### config.mk
export PLATFORM = sky130hd
export DESIGN_NAME = lin_interrupt_and_sync_control
export DESIGN_NICKNAME = d
export VERILOG_FILES = /design/src/lin_irq_pkg.sv /design/src/lin_interrupt_and_sync_control.sv
export VERILOG_INCLUDE_DIRS = /design/src
export SDC_FILE = /design/constraint.sdc
export NUM_CORES = 1
export LEC_CHECK = 0
export BUFFER_PORTS_ARGS = -buffer_cell sky130_fd_sc_hd__buf_2
export CAP_MARGIN = 20
export CORE_MARGIN = 10
export CORE_UTILIZATION = 45
export DETAILED_ROUTE_END_ITERATION = 16
export GPL_TIMING_DRIVEN = 0
export PLACE_DENSITY = 0.73
export SLEW_MARGIN = 20
export SYNTH_ARGS = -nofsm -noshare
export SYNTH_HDL_FRONTEND = slang
export SYNTH_SLANG_ARGS = --single-unit
export TNS_END_PERCENT = 100
### constraint.sdc
create_clock -name ref_clk -period 14.43 [get_ports ref_clk]
set_input_delay 1.443 -clock ref_clk [delete_from_list [all_inputs] [get_ports ref_clk]]
set_output_delay 1.443 -clock ref_clk [all_outputs]
set_load 0.03 [all_outputs]
### src/lin_irq_consts.svh
// constants of the lin event, enable and baud sync control block
// assumes inclusion by bare name from the package and the module
`ifndef LIN_IRQ_CONSTS_SVH
`define LIN_IRQ_CONSTS_SVH

// register byte addresses
`define ADDR_ACQ_BAUD_HI 16'ha093
`define ADDR_ACQ_BAUD_LO 16'ha094
`define ADDR_EVENT_FLAGS 16'ha095
`define ADDR_EVENT_ENABLES 16'ha096
`define ADDR_SYNC_CONTROL 16'ha0a0

// lin_event_flags fields
`define FLG_RX_BUSY 7
`define FLG_BIT_ERROR 6
`define FLG_LINE_STATE 5
`define FLG_FORCE_CLR_TX 5
`define FLG_LINE_IDLE 4
`define FLG_FORCE_CLR_RX 4
`define FLG_AUTO_SYNC 3
`define FLG_BREAK_SENT 2
`define FLG_SYNC_RX 1
`define FLG_CNT_OVF 0

// lin_event_enables fields
`define EN_MASTER 7
`define EN_BIT_ERROR 6
`define EN_SYNC_MODE 5
`define EN_SYNC_VALID 4
`define EN_TX_POLARITY 4
`define EN_AUTO_SYNC 3
`define EN_BREAK_SENT 2
`define EN_SYNC_RX 1
`define EN_CNT_OVF 0

// lin_sync_control fields
`define CTL_AUTO_SYNC_EN 0
`define CTL_MANUAL_UPDATE 1
`define CTL_SLAVE_MODE 2

// reset values
`define RST_EVENT_FLAGS 8'h00
`define RST_EVENT_ENABLES 8'h00
`define RST_BAUD 16'h0000

// sync acceptance figures
`define MODE0_TOL_PCT 24'h000006
`define MODE1_TOL_PCT 24'h000032
`define PCT_SCALE 24'h000064
`define BREAK_MAX_BITS 6'h20
`define BREAK_MAX_CLOCKS 32'h0003e000
`define LIN_COUNT_FULL 16'hffff

`endif

### src/lin_irq_pkg.sv
// types of the lin event, enable and baud sync control block
// assumes the constants header sits in the same folder
package lin_irq_pkg;
    `include "lin_irq_consts.svh"

    typedef struct packed {
        logic [15:0] addr;
        logic [7:0] wdata;
        logic wr;
        logic rd;
    } reg_req_t;

    typedef struct packed {
        logic valid;
        logic [15:0] divisor;
    } sync_meas_t;

    typedef struct packed {
        logic rxd_meta;
        logic rxd_sync;
        logic bit_error_flag;
        logic auto_sync_update_flag;
        logic break_sent_flag;
        logic sync_received_flag;
        logic counter_overflow_flag;
        logic force_clr_tx;
        logic force_clr_rx;
        logic lin_master_irq_enable;
        logic bit_error_irq_enable;
        logic sync_mode_select;
        logic tx_polarity_invert;
        logic auto_sync_update_irq_enable;
        logic break_sent_irq_enable;
        logic sync_received_irq_enable;
        logic counter_overflow_irq_enable;
        logic sync_valid_status;
        logic auto_sync_update_enable;
        logic slave_mode;
        logic [15:0] baud_divisor;
        logic [15:0] acquired_baud_divisor;
        logic [20:0] break_len;
        logic break_prev;
        logic count_full_prev;
        logic txd;
        logic tx_abort;
        logic rx_abort;
        logic [7:0] rdata;
    } lin_state_t;
endpackage
### src/lin_interrupt_and_sync_control.sv
// lin event flags, enables, interrupt gating and baud synchronisation
// assumes all strobes and event inputs come from logic on ref_clk;
// only the rxd pin is asynchronous and is synchronised here
`timescale 1ns/1ps
`default_nettype none
`include "lin_irq_consts.svh"

// How it works
// master enable gates every flag; when set each enabled flag interrupts
// software checks pending flags before changing the master enable
// bit error reaches the interrupt only while its enable is one
// auto sync flag sets after divisor loads from acquired rate
// break sent flag sets when a break transmission completes
// sync received flag sets on valid sync byte after a break; mode zero sets it with no break check
// counter overflow flag sets when lin counter reaches all ones
// sync received flag clears only by writing one to it
// mode zero accepts measured rate within six percent of setting
// mode one resyncs every frame, loading measured rate into divisor
// mode one accepts measured rate within fifty percent of setting
// mode one needs break under 32 bit times and 253952 clocks
// software selects mode one when auto or manual update is used
// in mode one sync valid status shows last sync success
// polarity bit inverts transmit; same position reads sync valid
// slave with auto update copies acquired rate and raises flag
// slave stores measured divisor on valid sync and raises event
// bit error flag sets when read back bit differs from sent bit
// other flags clear only by writing one; zero leaves them
// request is OR of flag AND enable, gated by master enable
module lin_interrupt_and_sync_control
    import lin_irq_pkg::*;
#(
    parameter int BREAK_MAX_CLK = `BREAK_MAX_CLOCKS
) (
    input wire logic ref_clk,
    input wire logic rst,
    input wire reg_req_t reg_req,
    output logic [7:0] reg_rdata,
    input wire logic rxd,
    input wire logic tx_bit,
    input wire logic tx_sample,
    input wire logic break_done,
    input wire logic break_active,
    input wire sync_meas_t sync_meas,
    input wire logic [15:0] lin_count,
    input wire logic rx_busy,
    input wire logic line_idle,
    output logic txd,
    output logic tx_abort,
    output logic rx_abort,
    output logic [15:0] baud_divisor,
    output logic [15:0] acquired_baud_divisor,
    output logic lin_irq
);

    localparam logic [20:0] BRK_CLK_LIM = 21'(BREAK_MAX_CLK);

    if (BREAK_MAX_CLK < 32'h00000001 || BREAK_MAX_CLK > 32'h001fffff) begin
        $error("BREAK_MAX_CLK out of range of the break counter");
    end

    lin_state_t st_ff;
    lin_state_t nxt_st;

    logic wr_flags;
    logic wr_enables;
    logic wr_ctl;
    logic wr_baud_hi;
    logic wr_baud_lo;
    logic bit_err_evt;
    logic ovf_evt;
    logic [15:0] diff;
    logic [23:0] diff_scaled;
    logic [23:0] baud_mode0;
    logic [23:0] baud_mode1;
    logic [20:0] brk_bits_lim;
    logic rate_ok;
    logic brk_ok;
    logic accept;
    logic auto_load;
    logic [7:0] flags_rd;
    logic [7:0] enables_rd;

    always_comb begin
        wr_flags = reg_req.wr && reg_req.addr == `ADDR_EVENT_FLAGS;
        wr_enables = reg_req.wr && reg_req.addr == `ADDR_EVENT_ENABLES;
        wr_ctl = reg_req.wr && reg_req.addr == `ADDR_SYNC_CONTROL;
        wr_baud_hi = reg_req.wr && reg_req.addr == `ADDR_ACQ_BAUD_HI;
        wr_baud_lo = reg_req.wr && reg_req.addr == `ADDR_ACQ_BAUD_LO;

        // compare what the bus shows with what was driven onto it
        bit_err_evt = tx_sample
            && (st_ff.rxd_sync != (tx_bit ^ st_ff.tx_polarity_invert));
        ovf_evt = (lin_count == `LIN_COUNT_FULL)
            && !st_ff.count_full_prev;

        // rate deviation against the current setting
        if (sync_meas.divisor >= st_ff.baud_divisor) begin
            diff = sync_meas.divisor - st_ff.baud_divisor;
        end else begin
            diff = st_ff.baud_divisor - sync_meas.divisor;
        end
        diff_scaled = {8'h00, diff} * `PCT_SCALE;
        baud_mode0 = {8'h00, st_ff.baud_divisor} * `MODE0_TOL_PCT;
        baud_mode1 = {8'h00, st_ff.baud_divisor} * `MODE1_TOL_PCT;
        brk_bits_lim = {st_ff.baud_divisor, 5'h00};

        if (st_ff.sync_mode_select) begin
            rate_ok = diff_scaled <= baud_mode1;
            brk_ok = (st_ff.break_len < brk_bits_lim)
                && (st_ff.break_len < BRK_CLK_LIM);
        end else begin
            rate_ok = diff_scaled <= baud_mode0;
            brk_ok = 1'b1;
        end
        accept = sync_meas.valid && st_ff.slave_mode && rate_ok && brk_ok;
        // mode one reloads on every accepted sync; otherwise only with auto update on
        auto_load = accept
            && (st_ff.sync_mode_select || st_ff.auto_sync_update_enable);

        flags_rd = '0;
        flags_rd[`FLG_RX_BUSY] = rx_busy;
        flags_rd[`FLG_BIT_ERROR] = st_ff.bit_error_flag;
        flags_rd[`FLG_LINE_STATE] = st_ff.rxd_sync;
        flags_rd[`FLG_LINE_IDLE] = line_idle;
        flags_rd[`FLG_AUTO_SYNC] = st_ff.auto_sync_update_flag;
        flags_rd[`FLG_BREAK_SENT] = st_ff.break_sent_flag;
        flags_rd[`FLG_SYNC_RX] = st_ff.sync_received_flag;
        flags_rd[`FLG_CNT_OVF] = st_ff.counter_overflow_flag;

        enables_rd = '0;
        enables_rd[`EN_MASTER] = st_ff.lin_master_irq_enable;
        enables_rd[`EN_BIT_ERROR] = st_ff.bit_error_irq_enable;
        enables_rd[`EN_SYNC_MODE] = st_ff.sync_mode_select;
        enables_rd[`EN_SYNC_VALID] = st_ff.sync_valid_status;
        enables_rd[`EN_AUTO_SYNC] = st_ff.auto_sync_update_irq_enable;
        enables_rd[`EN_BREAK_SENT] = st_ff.break_sent_irq_enable;
        enables_rd[`EN_SYNC_RX] = st_ff.sync_received_irq_enable;
        enables_rd[`EN_CNT_OVF] = st_ff.counter_overflow_irq_enable;
    end

    always_comb begin
        nxt_st = st_ff;
        nxt_st.tx_abort = 1'b0;
        nxt_st.rx_abort = 1'b0;
        nxt_st.rxd_meta = rxd;
        nxt_st.rxd_sync = st_ff.rxd_meta;
        nxt_st.txd = tx_bit ^ st_ff.tx_polarity_invert;
        nxt_st.count_full_prev = lin_count == `LIN_COUNT_FULL;
        nxt_st.break_prev = break_active;

        // break length, restarted at each break, saturating
        if (break_active && !st_ff.break_prev) begin
            nxt_st.break_len = 21'h000001;
        end else if (break_active && st_ff.break_len != 21'h1fffff) begin
            nxt_st.break_len = st_ff.break_len + 21'h000001;
        end

        // software writes; write one clears a flag
        if (wr_flags) begin
            if (reg_req.wdata[`FLG_BIT_ERROR]) begin
                nxt_st.bit_error_flag = 1'b0;
            end
            if (reg_req.wdata[`FLG_AUTO_SYNC]) begin
                nxt_st.auto_sync_update_flag = 1'b0;
            end
            if (reg_req.wdata[`FLG_BREAK_SENT]) begin
                nxt_st.break_sent_flag = 1'b0;
            end
            if (reg_req.wdata[`FLG_SYNC_RX]) begin
                nxt_st.sync_received_flag = 1'b0;
            end
            if (reg_req.wdata[`FLG_CNT_OVF]) begin
                nxt_st.counter_overflow_flag = 1'b0;
            end
            nxt_st.force_clr_tx = reg_req.wdata[`FLG_FORCE_CLR_TX];
            nxt_st.force_clr_rx = reg_req.wdata[`FLG_FORCE_CLR_RX];
        end
        if (wr_enables) begin
            nxt_st.lin_master_irq_enable = reg_req.wdata[`EN_MASTER];
            nxt_st.bit_error_irq_enable = reg_req.wdata[`EN_BIT_ERROR];
            nxt_st.sync_mode_select = reg_req.wdata[`EN_SYNC_MODE];
            nxt_st.tx_polarity_invert = reg_req.wdata[`EN_TX_POLARITY];
            nxt_st.auto_sync_update_irq_enable = reg_req.wdata[`EN_AUTO_SYNC];
            nxt_st.break_sent_irq_enable = reg_req.wdata[`EN_BREAK_SENT];
            nxt_st.sync_received_irq_enable = reg_req.wdata[`EN_SYNC_RX];
            nxt_st.counter_overflow_irq_enable = reg_req.wdata[`EN_CNT_OVF];
        end
        if (wr_ctl) begin
            nxt_st.auto_sync_update_enable = reg_req.wdata[`CTL_AUTO_SYNC_EN];
            nxt_st.slave_mode = reg_req.wdata[`CTL_SLAVE_MODE];
            if (reg_req.wdata[`CTL_MANUAL_UPDATE]) begin
                nxt_st.baud_divisor = st_ff.acquired_baud_divisor;
            end
        end
        if (wr_baud_hi) begin
            nxt_st.baud_divisor[15:8] = reg_req.wdata;
        end
        if (wr_baud_lo) begin
            nxt_st.baud_divisor[7:0] = reg_req.wdata;
        end

        // hardware events, applied last so a set beats a clear
        if (bit_err_evt) begin
            nxt_st.bit_error_flag = 1'b1;
            nxt_st.tx_abort = st_ff.force_clr_tx;
            nxt_st.rx_abort = st_ff.force_clr_rx;
        end
        if (break_done) begin
            nxt_st.break_sent_flag = 1'b1;
        end
        if (ovf_evt) begin
            nxt_st.counter_overflow_flag = 1'b1;
        end
        if (accept) begin
            nxt_st.acquired_baud_divisor = sync_meas.divisor;
            nxt_st.sync_received_flag = 1'b1;
        end
        if (auto_load) begin
            nxt_st.baud_divisor = sync_meas.divisor;
            nxt_st.auto_sync_update_flag = 1'b1;
        end
        if (sync_meas.valid && st_ff.slave_mode
            && st_ff.sync_mode_select) begin
            nxt_st.sync_valid_status = accept;
        end

        // read data stand in the cycle after the strobe only
        nxt_st.rdata = 8'h00;
        if (reg_req.rd) begin
            case (reg_req.addr)
                `ADDR_ACQ_BAUD_HI: begin
                    nxt_st.rdata = st_ff.acquired_baud_divisor[15:8];
                end
                `ADDR_ACQ_BAUD_LO: begin
                    nxt_st.rdata = st_ff.acquired_baud_divisor[7:0];
                end
                `ADDR_EVENT_FLAGS: nxt_st.rdata = flags_rd;
                `ADDR_EVENT_ENABLES: nxt_st.rdata = enables_rd;
                `ADDR_SYNC_CONTROL: begin
                    nxt_st.rdata[`CTL_AUTO_SYNC_EN] =
                        st_ff.auto_sync_update_enable;
                    nxt_st.rdata[`CTL_SLAVE_MODE] = st_ff.slave_mode;
                end
                default: nxt_st.rdata = 8'h00;
            endcase
        end
    end

    always_ff @(posedge ref_clk or posedge rst) begin
        if (rst) begin
            st_ff <= '0;
            st_ff.rxd_meta <= 1'b1;
            st_ff.rxd_sync <= 1'b1;
            st_ff.txd <= 1'b1;
            st_ff.baud_divisor <= `RST_BAUD;
        end else begin
            st_ff <= nxt_st;
        end
    end

    assign reg_rdata = st_ff.rdata;
    assign txd = st_ff.txd;
    assign tx_abort = st_ff.tx_abort;
    assign rx_abort = st_ff.rx_abort;
    assign baud_divisor = st_ff.baud_divisor;
    assign acquired_baud_divisor = st_ff.acquired_baud_divisor;

    assign lin_irq = st_ff.lin_master_irq_enable && (
        (st_ff.bit_error_flag && st_ff.bit_error_irq_enable)
        || (st_ff.auto_sync_update_flag && st_ff.auto_sync_update_irq_enable)
        || (st_ff.break_sent_flag && st_ff.break_sent_irq_enable)
        || (st_ff.sync_received_flag && st_ff.sync_received_irq_enable)
        || (st_ff.counter_overflow_flag
            && st_ff.counter_overflow_irq_enable));
endmodule

`default_nettype wire

Word level (Yosys, flattened, before mapping)
Cells that the tools add are included.
Storage, ports and cells
  latch bits: 0
  RAM bits: 0
  bits of input ports: 68
  ROM bits: 0
  logic and storage cells: 127
  output and inout bits: 44
  memories kept: 0
  flip-flop bits (word level): 86
Operators by class
  $lt $le $gt $ge: 5
  shift operators: 0
  multiply operators: 3
  reductions and logical operators: 50
  add/subtract/negate cells: 3
  equal/unequal tests: 8
  bitwise logic cells: 1
  mux-type cells: 27
  divide/modulo/power cells: 0
Operators with widths (number)
  16-bit equality test (second input constant): 6
  16-bit two-way mux: 4
  16-bit by 5-bit multiplier with 21-bit output (second input constant): 2
  21-bit two-way mux: 2
  16-bit subtractor: 2
  8-bit two-way mux: 3
  23-bit by 19-bit <= comparator with 1-bit output: 1
  23-bit by 22-bit <= comparator with 1-bit output: 1
  2-bit nonzero test: 11
  21-bit by 1-bit adder with 21-bit output (second input constant): 1
  1-bit logical AND: 21
  21-bit by 18-bit less-than comparator with 1-bit output (second input constant): 1
  21-bit less-than comparator: 1
  21-bit != test (second input constant): 1
  5-bit one-hot mux with 4 select lines: 1
  16-bit by 2-bit multiplier with 18-bit output (second input constant): 1
  16-bit greater-or-equal comparator: 1
  2-bit AND reduction: 7
  1-bit two-way mux: 12
  3-bit nonzero test: 4
  1-bit one-hot mux with 5 select lines: 2
  7-bit two-way mux: 1
  1-bit logical OR: 5
  1-bit one-hot mux with 4 select lines: 1
  other kinds (4): 5

Longest topological paths before layout
  depth after elaboration: 10
  mapped depth: 36
  mapped depth without buffers: 34

Worst setup path before layout
OpenSTA, ideal clock, no wires.
  kind: input to register
  start: in sync_meas[0] in the netlist's numbering
  end: reg st_ff (netlist bit acquired_baud_divisor[0])
  buffers on the path: 2
  stages on the path: 34
  library setup time: 0.125 ns
  data required time: 14.305 ns
  data arrival time: 8.365 ns
  path slack: 5.940 ns
  path through: inv_1 ha_1 inv_1 fa_1 a21o_1 a211oi_1 o22ai_1 o21ai_2 buf_2 mux2_2 a21oi_1 xnor2_1 ha_1 ha_1 inv_1 fa_1 inv_1 ha_1 a21oi_1 nor2_1 o31a_1 or4_4 o211ai_2 inv_1 ha_1 nand4_1 nor2_1 nand3_1 and2_0 o31ai_1 nand4b_1 nor2_4 buf_12 mux2_4
Between the ends
  longest elaborated chain between the ends: 7
  elaborated cells between the ends (all ways): 10
  classes of those cells: add/sub (2); mul (1); order compare (3); mux (2); reduce/logical (2)
Ends and longest elaborated chain
  start: declaration: line lin_interrupt_and_sync_control.sv:43  | input wire sync_meas_t sync_meas,
  16-bit subtractor (tied with other cells): line lin_interrupt_and_sync_control.sv:100  | diff = st_ff.baud_divisor - sync_meas.divisor;
  16-bit two-way mux: line lin_interrupt_and_sync_control.sv:97  | if (sync_meas.divisor >= st_ff.baud_divisor) begin
  16-bit by 5-bit multiplier with 21-bit output (no source line)
  23-bit by 19-bit <= comparator with 1-bit output / 23-bit by 22-bit <= comparator with 1-bit output (equally long branches): line lin_interrupt_and_sync_control.sv:112, lin_interrupt_and_sync_control.sv:108
  1-bit two-way mux: line lin_interrupt_and_sync_control.sv:107  | if (st_ff.sync_mode_select) begin
  1-bit logical AND (2 in a row): line lin_interrupt_and_sync_control.sv:115  | accept = sync_meas.valid && st_ff.slave_mode && rate_ok && brk_ok;
  end signal: assignment: line lin_interrupt_and_sync_control.sv:257  | st_ff <= nxt_st;
  end: declaration: line lin_interrupt_and_sync_control.sv:61  | lin_state_t st_ff;
Parallel ways exist; a longest one is shown, timed or not.
A chain may end at the register's enable or synchronous reset.

Final worst setup path
  start: in sync_meas[0] in the netlist's numbering
  end: reg, netlist name baud_divisor[14]
Between the ends
  longest elaborated chain between the ends: 10
  elaborated cells between the ends (all ways): 15
  classes of those cells: add/sub (2); mul (1); order compare (3); mux (3); reduce/logical (6)
Ends and longest elaborated chain
  16-bit subtractor (tied with other cells): line lin_interrupt_and_sync_control.sv:100
  16-bit two-way mux (*): line lin_interrupt_and_sync_control.sv:97
  16-bit by 5-bit multiplier with 21-bit output (no source line) (*)
  23-bit by 19-bit <= comparator with 1-bit output / 23-bit by 22-bit <= comparator with 1-bit output (equally long branches): line lin_interrupt_and_sync_control.sv:112, lin_interrupt_and_sync_control.sv:108
  1-bit two-way mux (*): line lin_interrupt_and_sync_control.sv:107
  1-bit logical AND (*) (2 in a row): line lin_interrupt_and_sync_control.sv:115
  1-bit logical AND (*): line lin_interrupt_and_sync_control.sv:118  | && (st_ff.sync_mode_select || st_ff.auto_sync_update_enable);
  3-bit nonzero test (no source line)
  2-bit AND reduction (no source line)
Mark *: on every way between the ends. The rest lies on a longest branch, timed or not.

==> impl_metrics.py <==
metrics = {
    "routing": {
        "wl_um": 30800,
        "drtIter0Drc": 746,
        "ant_nets": 0,
        "firstDrtPassIters": 7,
        "routedWlPerCell_um": 18.3,
        "routed_via_density": 5.57,
        "drc": 0,
        "vias": 9354,
    },
    "logic_synthesis": {
        "synth-edff-count": 0,
        "syn_area_um2": 11100,
        "seq_area_frac_synth": 0.194,
        "synth_cell_types": 84,
        "postSynthAreaPerCell_um2": 9.04,
        "synth_flop_cell": "dfrtp_1",
        "synth-seq-cells": 86,
        "netlist_instances": 1227,
        "ys_async_sr_fraction": 1.00,
        "yosys_warnings": 0,
        "syn_nets": 1520,
    },
    "timing": {
        "fin_crit_sh": 0.699,
        "grt_setup_unrepaired": "false",
        "tightest_slew_ns": 0.758,
        "fin_crit_ns": 10.09,
        "maxSlewViolCount": 0,
        "slew_headroom": 0.490,
        "whs_ns": 0.355,
        "setup_ws_ns": 4.34,
        "hold_viol_final": 0,
        "tns_ns": 0,
        "setup_viol": 0,
        "skew_ns": 0.00688,
        "max_freq_mhz": 99.1,
    },
    "finish": {
        "fin_cells": 1679,
        "nets": 1643,
        "drive_gt1_frac": 0.187,
        "fill_cells": 2288,
        "area_growth_pct": 11.7,
        "diodes": 0,
    },
    "die": {
        "rows": 57,
        "die_h_um": 177,
        "chipWidth_um": 177,
        "core_um2": 24300,
        "die_area_um2": 31300,
        "ios": 112,
        "start_util": 0.456,
    },
    "grt": {
        "grt_start_max_net_pins": 45,
        "grt_pass1_wl_um": 48400,
        "antenna_found_initial": 0,
        "overflow": 0,
        "first_global_vias": 8969,
        "grt_usage": 0.192,
    },
    "clocking": {
        "clk_pin_slew_ns": 0.06,
        "cts_tree": "built",
        "clockBufferDepth": 2,
        "cts_resized": 0,
        "htreeDepth": 3,
        "clkLatencyLatePin_ns": 0.34,
        "cts.sinks": 86,
        "hold_buffers": 0,
        "cts_root_buf": "clkbuf_16",
        "cts_buffers": 9,
        "cts_setup_buffers": 0,
    },
    "worst_setup_path": {
        "cp-end-kind": "flip-flop",
        "crit_type": "input port to flip-flop",
        "cp_max_fo": 10,
        "cp-start-kind": "input port",
        "worstReg2RegStart": "baud_divisor[1]",
        "cp.required_ns": 14.66,
        "slowest_delay_ns": 0.69,
        "crit_top_cell": "ha_1",
        "worst_r2r_path_depth": 31,
        "worst-path-buf-inv": 7,
        "critPathSlowestCell": "nor4_1",
        "cp.depth": 34,
        "rr_endpoint": "baud_divisor[14]",
        "rrSetupSlack_ns": 4.89,
        "critPathTopFamily": "compound AO/OA/AOI/OAI gates",
        "crit_arrival_ns": 10.32,
    },
    "placement": {
        "portBuffers": 111,
        "placedCellCount": 1663,
        "place_congestion": 0.938,
        "hpwl_um": 25600,
        "post-place-ws_ns": 4.18,
    },
    "pwr": {
        "p_total_mw": 1.51,
        "irDropWorstVdd_mv": 0.122,
        "p_leak_nw": 6.32,
        "powerDensity_nw_per_um2": 122,
    },
    "hold_path": {
        "hold-path-cell-count": 0,
        "min_from": "nxt_st[84]",
        "whs_endpoint": "flags_rd[5]",
        "min-delay-path-class": "flip-flop to flip-flop",
    },
    "job": {
        "maxCapViolCount": 0,
    },
    "outcome": {
        "outcome": "finished, final reports clean",
    },
}
==> kinds of logic after synthesis <==
kind of cell | after synthesis | synth area share
compound gates | 277 | 0.166
buf+inv | 210 | 0.0885
fa+ha+maj | 225 | 0.279
flops | 86 | 0.194
simple gates | 276 | 0.132
xor+xnor | 77 | 0.0608
mux | 76 | 0.0794
==> cell usage in the layout (no fill, tap or decap), types with 13 or more instances in the layout <==
master and count:
dfrtp_1 83, buf_2 117, nor3_1 20, buf_4 41, nand4_1 23, inv_1 143
mux2_2 28, clkbuf_1 19, fa_1 38, o21ai_0 68, mux2i_1 31, xor2_1 32
nor2b_1 13, a21o_1 28, a21oi_1 68, mux2_4 17, nand2_1 80, nand3_1 20
xnor2_1 45, ha_1 187, nor2_1 51
==> sequential cells by signal, summed over array words and instances, names as in the netlist <==
signal	count
acquired_baud_divisor	16
nxt_st	1
reg_rdata	8
txd	1
tx_abort	1
baud_divisor	16
flags_rd	6
rx_abort	1
st_ff	28
enables_rd	8
==> where the power goes <==
group	total, mW	switching (mW)	leakage, nW	internal, mW
clock network	0.246	0.0943	0.151	0.152
registers	0.248	0.00348	1.17	0.245
logic	1.01	0.595	4.99	0.419
==> final cells by class <==
type | instances | area, µm² | share of cell area
Multi-Input combinational cell | 931 | 7960 | 0.642
Buffer | 66 | 442 | 0.0357
Inverter | 144 | 543 | 0.0438
Clock inverter | 4 | 73.8 | 0.00596
Sequential cell | 86 | 2160 | 0.174
Tap cell | 324 | 405 | 0.0327
Clock buffer | 12 | 236 | 0.0191
Timing Repair Buffer | 112 | 576 | 0.0465
==> synth_stat cells (all sizes together), types with 8 or more instances <==
master  count  area, µm²
o21ai      74        374
dfrtp      83       2080
and3        8       50.1
clkbuf     16       60.1
a21o       28        210
and2       13       81.3
nand3      21        110
o211ai      8       65.1
a22oi       9       67.6
buf        50        382
mux2i      31        310
nor2b      13       81.3
ha        187       2340
mux2       45        571
o21bai     11       82.6
nor2       53        214
xor2       32        280
nand4      23        144
nand2      81        307
a31oi      10       62.6
inv       144        541
fa         38        761
and4        9       83.8
a21oi      68        340
xnor2      45        394
nand2b      9       56.3
nor3       20        100
==> worst max-delay path by stage <==
stage | slack, ns | startpoint | to
6_report | 4.34 | sync_meas[0] | baud_divisor[14]
5_1_grt | 3.80 | sync_meas[0] | baud_divisor[2]
4_1_cts | 4.52 | sync_meas[0] | baud_divisor[7]
3_5_place_dp | 4.18 | sync_meas[0] | baud_divisor[14]
3_3_place_gp | 4.23 | sync_meas[0] | baud_divisor[13]
2_1_floorplan | 5.94 | sync_meas[0] | acquired_baud_divisor[0]
==> through the flow <==
stage	area [µm²]	utilization
after global placement	12100	0.496
after floorplan	11100	-
after CTS	12400	0.509
after global routing	12400	0.509
after detailed placement	12100	0.497
final	12400	0.509
==> routing by layer <==
metal | vias up | global-route usage | routed length (µm)
met4 | 0 | 0.0375 | 482
li1 | 4542 | - | -
met5 | - | 0 | 0
met2 | 264 | 0.305 | 14300
met3 | 35 | 0.0320 | 1670
met1 | 4513 | 0.269 | 14300
Note: power is estimated with default switching activity, not from simulation.
